===== src/hdl/fct_pkg.sv =====
/*
  Shared constants, types and helpers of the clock status and trim block.
  Assumes a byte-addressed 32-bit classic Wishbone bus with each register in one aligned word.
*/
package fct_pkg;

  localparam int ADR_W = 8;
  localparam int DAT_W = 32;
  localparam int SEL_W = 4;
  localparam int RATIO_W = 7;
  localparam int TRIM_W = 9;
  localparam int FACT_W = 11;
  localparam int EVT_W = 3;

  // Register indices; the byte address is four times the index.
  localparam logic [7:0] IDX_CTL0 = 8'h34;
  localparam logic [7:0] IDX_CTL1 = 8'h35;
  localparam logic [7:0] IDX_DCO_RATIO_FIELD = 8'h36;
  localparam logic [7:0] IDX_FLAGS = 8'h37;
  localparam logic [7:0] IDX_TRIMH = 8'h38;
  localparam logic [7:0] IDX_TRIML = 8'h39;
  localparam logic [7:0] IDX_TEST0 = 8'h3a;
  localparam logic [7:0] IDX_EVT_STAT = 8'h3c;
  localparam logic [7:0] IDX_EVT_MASK = 8'h3d;

  // Flags register bit positions.
  localparam int FLG_POWER_ON = 6;
  localparam int FLG_LOCK_CHG = 4;
  localparam int FLG_LOCK_ST = 3;
  localparam int FLG_BAD_ACC = 2;
  localparam int FLG_OSC_UP = 1;

  // Control register 1 fields.
  localparam int CTL1_BDIV_LSB = 4;
  localparam int CTL1_LOCK_IE = 1;

  // Event status and mask bit positions.
  localparam int EVT_LOCK = 0;
  localparam int EVT_BAD = 1;
  localparam int EVT_OSC = 2;

  localparam logic [FACT_W-1:0] RATIO_BASE = 11'h3e8;
  localparam logic [TRIM_W-1:0] TRIM_RST = 9'h000;
  localparam logic [7:0] CTL0_RST = 8'h00;
  localparam logic [3:0] BDIV_RST = 4'h0;

  typedef struct packed {
    logic osc_en;
    logic [2:0] ref_divider;
    logic bus_clk_source_sel;
    logic loop_reference_select;
    logic osc_low_bw;
    logic spare;
  } fct_ctl0_t;

  typedef struct packed {
    logic osc_enable;
    logic osc_monitor_en;
    logic bus_clk_source_sel;
    logic loop_reference_select;
    logic osc_low_bw;
    logic [2:0] ref_divider;
    logic [3:0] bus_divider;
    logic [FACT_W-1:0] dco_ratio;
    logic [TRIM_W-1:0] ref_trim;
  } fct_clk_cfg_t;

  function automatic logic [ADR_W-1:0] fct_reg_addr(input logic [7:0] idx);
    fct_reg_addr = {idx[5:0], 2'b00};
  endfunction : fct_reg_addr

  function automatic logic [FACT_W-1:0] fct_ratio(input logic [RATIO_W-1:0] field);
    fct_ratio = RATIO_BASE + {3'h0, field, 1'b0};
  endfunction : fct_ratio

endpackage : fct_pkg


===== src/hdl/fct_clock_status.sv =====
/*
  Register side of a frequency-locked-loop clock generator: control, loop ratio, flags, reference
  trim, factory test register and a maskable event interrupt, all behind a classic Wishbone slave.
  Assumes one 125 MHz clock, synchronous inputs, and power-on and system resets that are both
  synchronous and active high.
*/
// How it works
// Loop factor is 1000 plus twice the 7-bit ratio field, 1000 to 1254.
// A write to the ratio register clears lock state without a change flag.
// Power-on flag bit 6 sets on power-on; writing one clears, zero keeps.
// System reset leaves the power-on flag untouched.
// Bad-access flag bit 2 sets on illegal access, write-one clear, power-on clears.
// Lock change flag bit 4 sets on every lock state edge except a forced clear; write-one clear.
// With lock interrupt enable set, a set lock change flag requests an interrupt.
// Stop mode or writes to control 0, ratio or trim clear lock state silently.
// Lock state bit 3 shows in-tolerance status; writes are ignored.
// Oscillator started bit 1 sets after startup; disable or stop clears it.
// Oscillator may feed bus clock or loop reference only once it has started.
// Oscillator monitor is active only while the started bit is set.
// After system reset the 9-bit trim loads the factory value from flash.
// Trim is binary weighted; a lower value gives a higher reference frequency.
// Factory test register is always readable and ignores all writes.
// Reference select zero picks the internal reference, one the divided oscillator.
// Lock interrupt enable gates the request raised by the lock change flag.
// A new lock change in the cycle of its write-one clear keeps the flag set.
// Reserved bits of the flags and trim high registers read zero.
`timescale 1ns/10ps
module fct_clock_status #(
  parameter logic [7:0] TEST0_VALUE = 8'h00
) (
  // Clock and resets
  input wire logic clk_i,
  input wire logic rst_i,
  input wire logic por_i,
  // Wishbone slave
  input wire logic cyc_i,
  input wire logic stb_i,
  input wire logic we_i,
  input wire logic [fct_pkg::ADR_W-1:0] adr_i,
  input wire logic [fct_pkg::SEL_W-1:0] sel_i,
  input wire logic [fct_pkg::DAT_W-1:0] dat_i,
  output logic [fct_pkg::DAT_W-1:0] dat_o,
  output logic ack_o,
  // Clock system status
  input wire logic stop_mode_i,
  input wire logic fll_in_tol_i,
  input wire logic osc_ready_i,
  input wire logic bad_access_i,
  input wire logic [fct_pkg::TRIM_W-1:0] trim_factory_i,
  // Clock system control and interrupt
  output fct_pkg::fct_clk_cfg_t clk_cfg_o,
  output logic irq_o
);
  import fct_pkg::*;

  fct_ctl0_t ctl0_reg;
  fct_ctl0_t ctl0_next;
  logic [3:0] bdiv_reg;
  logic lock_irq_enable_reg;
  logic [RATIO_W-1:0] dco_ratio_field_reg;
  logic [TRIM_W-1:0] trim_reg;
  logic trim_pend_reg;
  logic power_on_flag_reg;
  logic bad_access_flag_reg;
  logic lock_change_flag_reg;
  logic lock_state_bit_reg;
  logic osc_started_bit_reg;
  logic [EVT_W-1:0] evt_reg;
  logic [EVT_W-1:0] mask_reg;
  logic ack_reg;
  logic [DAT_W-1:0] dat_reg;

  // Bus decode. The write lands on the edge where the master sees ack.
  wire bus_req = cyc_i & stb_i;
  wire rd_fire = bus_req & ~ack_reg;
  wire wr_fire = bus_req & we_i & ack_reg & sel_i[0];
  wire [7:0] wb = dat_i[7:0];
  wire sel_ctl0 = adr_i == fct_reg_addr(IDX_CTL0);
  wire sel_ctl1 = adr_i == fct_reg_addr(IDX_CTL1);
  wire sel_dco_ratio_field = adr_i == fct_reg_addr(IDX_DCO_RATIO_FIELD);
  wire sel_flags = adr_i == fct_reg_addr(IDX_FLAGS);
  wire sel_trimh = adr_i == fct_reg_addr(IDX_TRIMH);
  wire sel_triml = adr_i == fct_reg_addr(IDX_TRIML);
  wire sel_test0 = adr_i == fct_reg_addr(IDX_TEST0);
  wire sel_stat = adr_i == fct_reg_addr(IDX_EVT_STAT);
  wire sel_mask = adr_i == fct_reg_addr(IDX_EVT_MASK);
  wire wr_ctl0 = wr_fire & sel_ctl0;
  wire wr_ctl1 = wr_fire & sel_ctl1;
  wire wr_dco_ratio_field = wr_fire & sel_dco_ratio_field;
  wire wr_flags = wr_fire & sel_flags;
  wire wr_trimh = wr_fire & sel_trimh;
  wire wr_triml = wr_fire & sel_triml;
  wire wr_stat = wr_fire & sel_stat;
  wire wr_mask = wr_fire & sel_mask;

  // Lock tracking. A forced clear is not a lock change, so it never sets the flag.
  wire lock_clear = stop_mode_i | wr_ctl0 | wr_dco_ratio_field | wr_trimh | wr_triml;
  wire lock_state_next = lock_clear ? 1'b0 : fll_in_tol_i;
  wire lock_changed = ~lock_clear & (lock_state_next != lock_state_bit_reg);
  wire lock_flag_clr = wr_flags & wb[FLG_LOCK_CHG];
  wire lock_flag_next = lock_changed | (lock_change_flag_reg & ~lock_flag_clr);

  wire osc_off = ~ctl0_reg.osc_en | stop_mode_i;
  wire osc_started_next = ~osc_off & (osc_started_bit_reg | osc_ready_i);

  wire por_flag_next = por_i | (power_on_flag_reg & ~(wr_flags & wb[FLG_POWER_ON]));
  wire bad_flag_next = bad_access_i | (bad_access_flag_reg & ~(wr_flags & wb[FLG_BAD_ACC]));

  wire [EVT_W-1:0] evt_set = {osc_started_next & ~osc_started_bit_reg, bad_access_i, lock_changed};
  wire [EVT_W-1:0] evt_clr = wr_stat ? wb[EVT_W-1:0] : {EVT_W{1'b0}};
  wire [EVT_W-1:0] evt_next = evt_set | (evt_reg & ~evt_clr);

  // Oscillator-derived selections need a started oscillator and drop when it stops.
  always_comb begin
    ctl0_next = ctl0_reg;
    if (wr_ctl0) begin
      ctl0_next.osc_en = wb[7];
      ctl0_next.ref_divider = wb[6:4];
      ctl0_next.bus_clk_source_sel = wb[3] & osc_started_bit_reg;
      ctl0_next.loop_reference_select = wb[2] & osc_started_bit_reg;
      // The filter choice is frozen once the oscillator is enabled.
      if (!ctl0_reg.osc_en) begin
        ctl0_next.osc_low_bw = wb[1];
      end
    end
    if (!ctl0_next.osc_en || stop_mode_i) begin
      ctl0_next.bus_clk_source_sel = 1'b0;
      ctl0_next.loop_reference_select = 1'b0;
    end
  end

  wire [7:0] flags_rd = {1'b0, power_on_flag_reg, 1'b0, lock_change_flag_reg,
                         lock_state_bit_reg, bad_access_flag_reg, osc_started_bit_reg, 1'b0};
  wire [7:0] ctl1_rd = {bdiv_reg, 2'b00, lock_irq_enable_reg, 1'b0};
  wire [7:0] rd_byte = sel_ctl0 ? {ctl0_reg[7:1], 1'b0} :
                       sel_ctl1 ? ctl1_rd :
                       sel_dco_ratio_field ? {1'b0, dco_ratio_field_reg} :
                       sel_flags ? flags_rd :
                       sel_trimh ? {7'h00, trim_reg[TRIM_W-1]} :
                       sel_triml ? trim_reg[7:0] :
                       sel_test0 ? TEST0_VALUE :
                       sel_stat ? {5'h00, evt_reg} :
                       sel_mask ? {5'h00, mask_reg} :
                       8'h00;

  // Bus handshake: one wait state, then ack for exactly one cycle.
  always_ff @(posedge clk_i) begin
    if (rst_i || por_i) begin
      ack_reg <= 1'b0;
      dat_reg <= 32'h0000_0000;
    end else begin
      ack_reg <= rd_fire;
      if (rd_fire) begin
        dat_reg <= {24'h00_0000, rd_byte};
      end
    end
  end

  // Power-on reset is the only reset that touches the sticky reset flags.
  always_ff @(posedge clk_i) begin
    if (por_i) begin
      power_on_flag_reg <= 1'b1;
      bad_access_flag_reg <= 1'b0;
    end else begin
      power_on_flag_reg <= por_flag_next;
      bad_access_flag_reg <= bad_flag_next;
    end
  end

  always_ff @(posedge clk_i) begin
    if (rst_i || por_i) begin
      ctl0_reg <= CTL0_RST;
      bdiv_reg <= BDIV_RST;
      lock_irq_enable_reg <= 1'b0;
      dco_ratio_field_reg <= {RATIO_W{1'b0}};
      lock_change_flag_reg <= 1'b0;
      lock_state_bit_reg <= 1'b0;
      osc_started_bit_reg <= 1'b0;
      evt_reg <= {EVT_W{1'b0}};
      mask_reg <= {EVT_W{1'b0}};
    end else begin
      ctl0_reg <= ctl0_next;
      if (wr_ctl1) begin
        bdiv_reg <= wb[7:CTL1_BDIV_LSB];
        lock_irq_enable_reg <= wb[CTL1_LOCK_IE];
      end
      if (wr_dco_ratio_field) begin
        dco_ratio_field_reg <= wb[RATIO_W-1:0];
      end
      if (wr_mask) begin
        mask_reg <= wb[EVT_W-1:0];
      end
      lock_change_flag_reg <= lock_flag_next;
      lock_state_bit_reg <= lock_state_next;
      osc_started_bit_reg <= osc_started_next;
      evt_reg <= evt_next;
    end
  end

  // The factory trim lands on the first edge after reset release, before any bus write can.
  always_ff @(posedge clk_i) begin
    if (rst_i || por_i) begin
      trim_reg <= TRIM_RST;
      trim_pend_reg <= 1'b1;
    end else if (trim_pend_reg) begin
      trim_reg <= trim_factory_i;
      trim_pend_reg <= 1'b0;
    end else begin
      if (wr_trimh) begin
        trim_reg[TRIM_W-1] <= wb[0];
      end
      if (wr_triml) begin
        trim_reg[7:0] <= wb;
      end
    end
  end

  assign ack_o = ack_reg;
  assign dat_o = dat_reg;
  assign irq_o = (lock_change_flag_reg & lock_irq_enable_reg) | (|(evt_reg & mask_reg)); // see R07

  assign clk_cfg_o.osc_enable = ctl0_reg.osc_en;
  assign clk_cfg_o.osc_monitor_en = ctl0_reg.osc_en & osc_started_bit_reg;
  assign clk_cfg_o.bus_clk_source_sel = ctl0_reg.bus_clk_source_sel;
  assign clk_cfg_o.loop_reference_select = ctl0_reg.loop_reference_select;
  assign clk_cfg_o.osc_low_bw = ctl0_reg.osc_low_bw;
  assign clk_cfg_o.ref_divider = ctl0_reg.ref_divider;
  assign clk_cfg_o.bus_divider = bdiv_reg;
  assign clk_cfg_o.dco_ratio = fct_ratio(dco_ratio_field_reg);
  // Passed straight to the analog trim; binary weighted, lower code means faster.
  assign clk_cfg_o.ref_trim = trim_reg;
endmodule : fct_clock_status


===== config.mk =====
export PLATFORM = sky130hd
export DESIGN_NAME = fct_clock_status
export DESIGN_NICKNAME = d
export VERILOG_FILES = /design/src/hdl/fct_pkg.sv /design/src/hdl/fct_clock_status.sv
export SDC_FILE = /design/constraint.sdc
export NUM_CORES = 1
export LEC_CHECK = 0
export BUFFER_PORTS_ARGS = -buffer_cell sky130_fd_sc_hd__buf_2
export CAP_MARGIN = 25
export CORE_MARGIN = 4
export CORE_UTILIZATION = 51
export DETAILED_ROUTE_END_ITERATION = 10
export MAX_ROUTING_LAYER = met4
export PLACE_DENSITY = 0.95
export SLEW_MARGIN = 20
export SYNTH_ARGS = -nofsm -noshare
export SYNTH_HDL_FRONTEND = slang
export SYNTH_SLANG_ARGS = --single-unit

===== constraint.sdc =====
create_clock -name clk_i -period 2.9 [get_ports clk_i]
set_input_delay 0.435 -clock clk_i [delete_from_list [all_inputs] [get_ports clk_i]]
set_output_delay 0.435 -clock clk_i [all_outputs]
set_load 0.05 [all_outputs]

Yosys cells after proc, flatten, opt, wreduce, memory -nomap -nowiden
Cells that the tools add are included.
- add/subtract/negate cells: 1
- equal/unequal tests: 10
- muxes and demuxes: 17
- bitwise logic cells: 48
- reductions and logical operators: 8
- operators by type and width (operator ; number):
    8-bit equality test, second input constant ; 9
    8-bit 2-to-1 mux ; 7
    1-bit AND ; 26
    3-bit 2-to-1 mux ; 4
    10-bit by 8-bit adder with 11-bit output, first input constant ; 1
    1-bit bitwise OR ; 10
    9-bit 2-to-1 mux ; 1
    1-bit inverter ; 8
    7-bit 2-to-1 mux ; 1
    3-bit AND ; 2
    1-bit 2-to-1 mux ; 4
    2-bit nonzero test ; 2
    3-bit inverter ; 1
    3-bit bitwise OR ; 1
    3-bit OR reduction ; 1
    1-bit logical OR ; 2
    2-bit AND reduction ; 1
    2-bit OR reduction ; 1
    1-bit logical NOT ; 1
    1-bit inequality test ; 1
- register bits: 49
- input bits: 63
- output and inout bits: 66
- logic and storage cells: 104

Logic depth before layout (Yosys ltp)
- word-level depth: 13
- gate-level depth with buffers: 6
- mapped depth without buffers: 5

Worst setup path after synthesis
OpenSTA, ideal clock, no wires.
- path kind: register to output
- start point: register dco_ratio_field_reg[2]
- end point: output port clk_cfg_o[18] in the netlist's numbering
- data arrival time: 2.023 ns
- data required time: 2.465 ns
- slack: 0.442 ns
- stages on the path, launching flop included: 3
- buffers on the path: 0
- cell sequence: dfxtp_1 -> ha_1 -> nor4_1
- RTL lines (element ; line ; RTL):
    from (decl) ; fct_clock_status.sv:60 ; logic [RATIO_W-1:0] dco_ratio_field_reg;
    from (signal assigned) ; fct_clock_status.sv:175 ; dco_ratio_field_reg <= {RATIO_W{1'b0}};
    from (signal assigned) ; fct_clock_status.sv:188 ; dco_ratio_field_reg <= wb[RATIO_W-1:0];
    to (decl) ; fct_clock_status.sv:51 ; output fct_pkg::fct_clk_cfg_t clk_cfg_o,

==> flow_summary.json <==
{
  "yosysUniqueCellTypes": 63,
  "start_util": 0.525,
  "track_usage": 0.237,
  "grt_pass1_wl_um": 13100,
  "root_buffer": "clkbuf_8",
  "postCtsHoldBufs": 0,
  "ir_drop_uv": 259,
  "power_density_nw_per_um2": 419,
  "drv_slew": 0,
  "die_h_um": 83.1,
  "synth_area_sq_um": 2880,
  "dieArea_sq_um": 6900,
  "final_nets": 461,
  "period_minus_slack_ps": 2020,
  "seq_area_frac_synth": 0.341,
  "slew-limit-headroom": 0.565,
  "critPathLaunchType": "flop",
  "max_freq_ghz": 0.496,
  "clock_latency_ps": 310,
  "first_iter_violations": 375,
  "synthCells": 330,
  "period_share": 0.695,
  "mostFrequentLayoutCells": "buf_2, dfxtp_1, nand2_1",
  "status": "completed",
  "setup_violations": 0,
  "grt_max_degree": 27,
  "rows": 27,
  "grt_pass1_vias": 2585,
  "wl_per_cell_um": 17.8,
  "place_congestion": 0.925,
  "io_pins": 129,
  "coreArea_sq_um": 5470,
  "whs_ps": 315,
  "antenna_found_initial": 0,
  "grt.overflow.total": 0,
  "ant_nets": 0,
  "area_growth_pct": 14.1,
  "synth_edf_count": 0,
  "cp.required_ps": 2470,
  "ys_seq_elements": 49,
  "synth_warnings": 0,
  "first_pass_iters": 5,
  "postCtsSetupRepairBufs": 0,
  "clockBufferDepth": 2,
  "leakage_uw": 0.00150,
  "hold_viol_final": 0,
  "worstSetupPathType": "flop to primary output",
  "cts_tree": "built",
  "clock_skew_ps": 13.6,
  "tightest_slew_ps": 636,
  "clkSinkCount": 49,
  "place_ws_ps": 669,
  "path_max_fanout": 6,
  "numCtsBuffers": 5,
  "async_flop_share": 0,
  "dp_hpwl_um": 6170,
  "setup_ws_ps": 885,
  "synthFlopType": "dfxtp_1",
  "cts-htree-levels": 2,
  "rsz0062_at_grt": "no",
  "wl_um": 8370,
  "vias": 2788,
  "avgSynthCellArea_sq_um": 8.71,
  "drc": 0,
  "portBuffers": 76,
  "antennaDiodeCount": 0,
  "cts_resized": 0,
  "fin_tns_setup_ps": 0,
  "largest_reg_flops": 9,
  "drive_gt1_frac": 0.279,
  "clk_pin_slew_ps": 100,
  "die_w_um": 83.1,
  "min_path_type": "input port to flop",
  "viasPerCell": 5.93,
  "worstSetupEndpointType": "primary output",
  "critPathArrivalTime_ps": 1580,
  "max-cap-violations": 0,
  "layout_commonest_cell": "buf_2"
}
cell usage after synthesis (4+ instances only):
| master | number | area share |
|---|---|---|
| nor2_1 | 23 | 0.030 |
| nand3_1 | 12 | 0.021 |
| mux2_2 | 11 | 0.043 |
| clkbuf_1 | 9 | 0.012 |
| a2111oi_0 | 4 | 0.012 |
| a21oi_1 | 14 | 0.024 |
| dfxtp_1 | 49 | 0.34 |
| inv_1 | 8 | 0.010 |
| mux2i_1 | 29 | 0.10 |
| nand4_1 | 7 | 0.015 |
| o22ai_1 | 4 | 0.0087 |
| and3_1 | 4 | 0.0087 |
| nand2_1 | 30 | 0.039 |
| buf_4 | 27 | 0.070 |
| buf_2 | 7 | 0.012 |
| o21ai_0 | 15 | 0.026 |
| nand3b_1 | 5 | 0.013 |
| nor3_1 | 5 | 0.0087 |
metrics by stage:
stage,util,power (uW),cells,cell area (sq um)
2_1_floorplan,-,923,354,2970
3_3_place_gp,0.583,964,462,3190
3_5_place_dp,0.583,969,462,3190
4_1_cts,0.599,1370,470,3280
5_1_grt,0.599,1420,470,3280
6_report,0.599,1370,470,3280
final timing paths:
| check | depth (start not counted) | startpoint | to | slack [ps] |
|---|---|---|---|---|
| worst max-delay path | 4 | dco_ratio_field_reg[2] | clk_cfg_o[16] | 880 |
| worst min-delay path | 2 | stop_mode_i | osc_started_bit_reg | 320 |
| worst max register to register | 4 | ack_o | bdiv_reg[1] | 1200 |
| worst min register to register | 2 | dat_o[7] | dat_o[7] | 460 |
power by group:
part	internal [uW]	switching [uW]	leakage (uW)
clock network	172	245	0.0000445
logic	64.8	196	0.00106
registers	685	12.1	0.000397
total	922	453	0.00150
layer usage:
| layer | global-route usage | routed length (um) | vias up |
|---|---|---|---|
| met5 | - | 0 | - |
| met4 | 0.0758 | 176 | 0 |
| met3 | 0.0516 | 846 | 27 |
| met2 | 0.363 | 3920 | 174 |
| met1 | 0.312 | 3430 | 1284 |
| li1 | - | - | 1303 |
logic make-up (layout without fill, tap and decap cells):
kind of cell | count (synthesis) | after routing | synth area share
AND/OR/NAND/NOR | 114 | 114 | 0.223
AO/OA/AOI/OAI | 68 | 68 | 0.167
buffers and inverters | 53 | 97 | 0.107
flip-flops | 49 | 49 | 0.341
multiplexers | 40 | 40 | 0.144
XOR/XNOR | 4 | 4 | 0.0122
adder cells (fa/ha/maj) | 1 | 1 | 0.00435
other | 1 | 25 | 0.00130
worst max-delay path, cell delays in order (launching register included):
cell     delay [ps]
dfxtp_1         390
ha_1            260
nor3_1          200
xor2_1          150
buf_2           270
layout make-up:
type / count / area [sq um]
Clock buffer: 5 / 68.8
Sequential cell: 49 / 981
Clock inverter: 3 / 21.3
Fill cell: 483 / 2190
Tap cell: 72 / 90.1
Multi-Input combinational cell: 252 / 1680
Inverter: 9 / 33.8
Timing Repair Buffer: 80 / 410
Power figures use the tool's default switching activity.
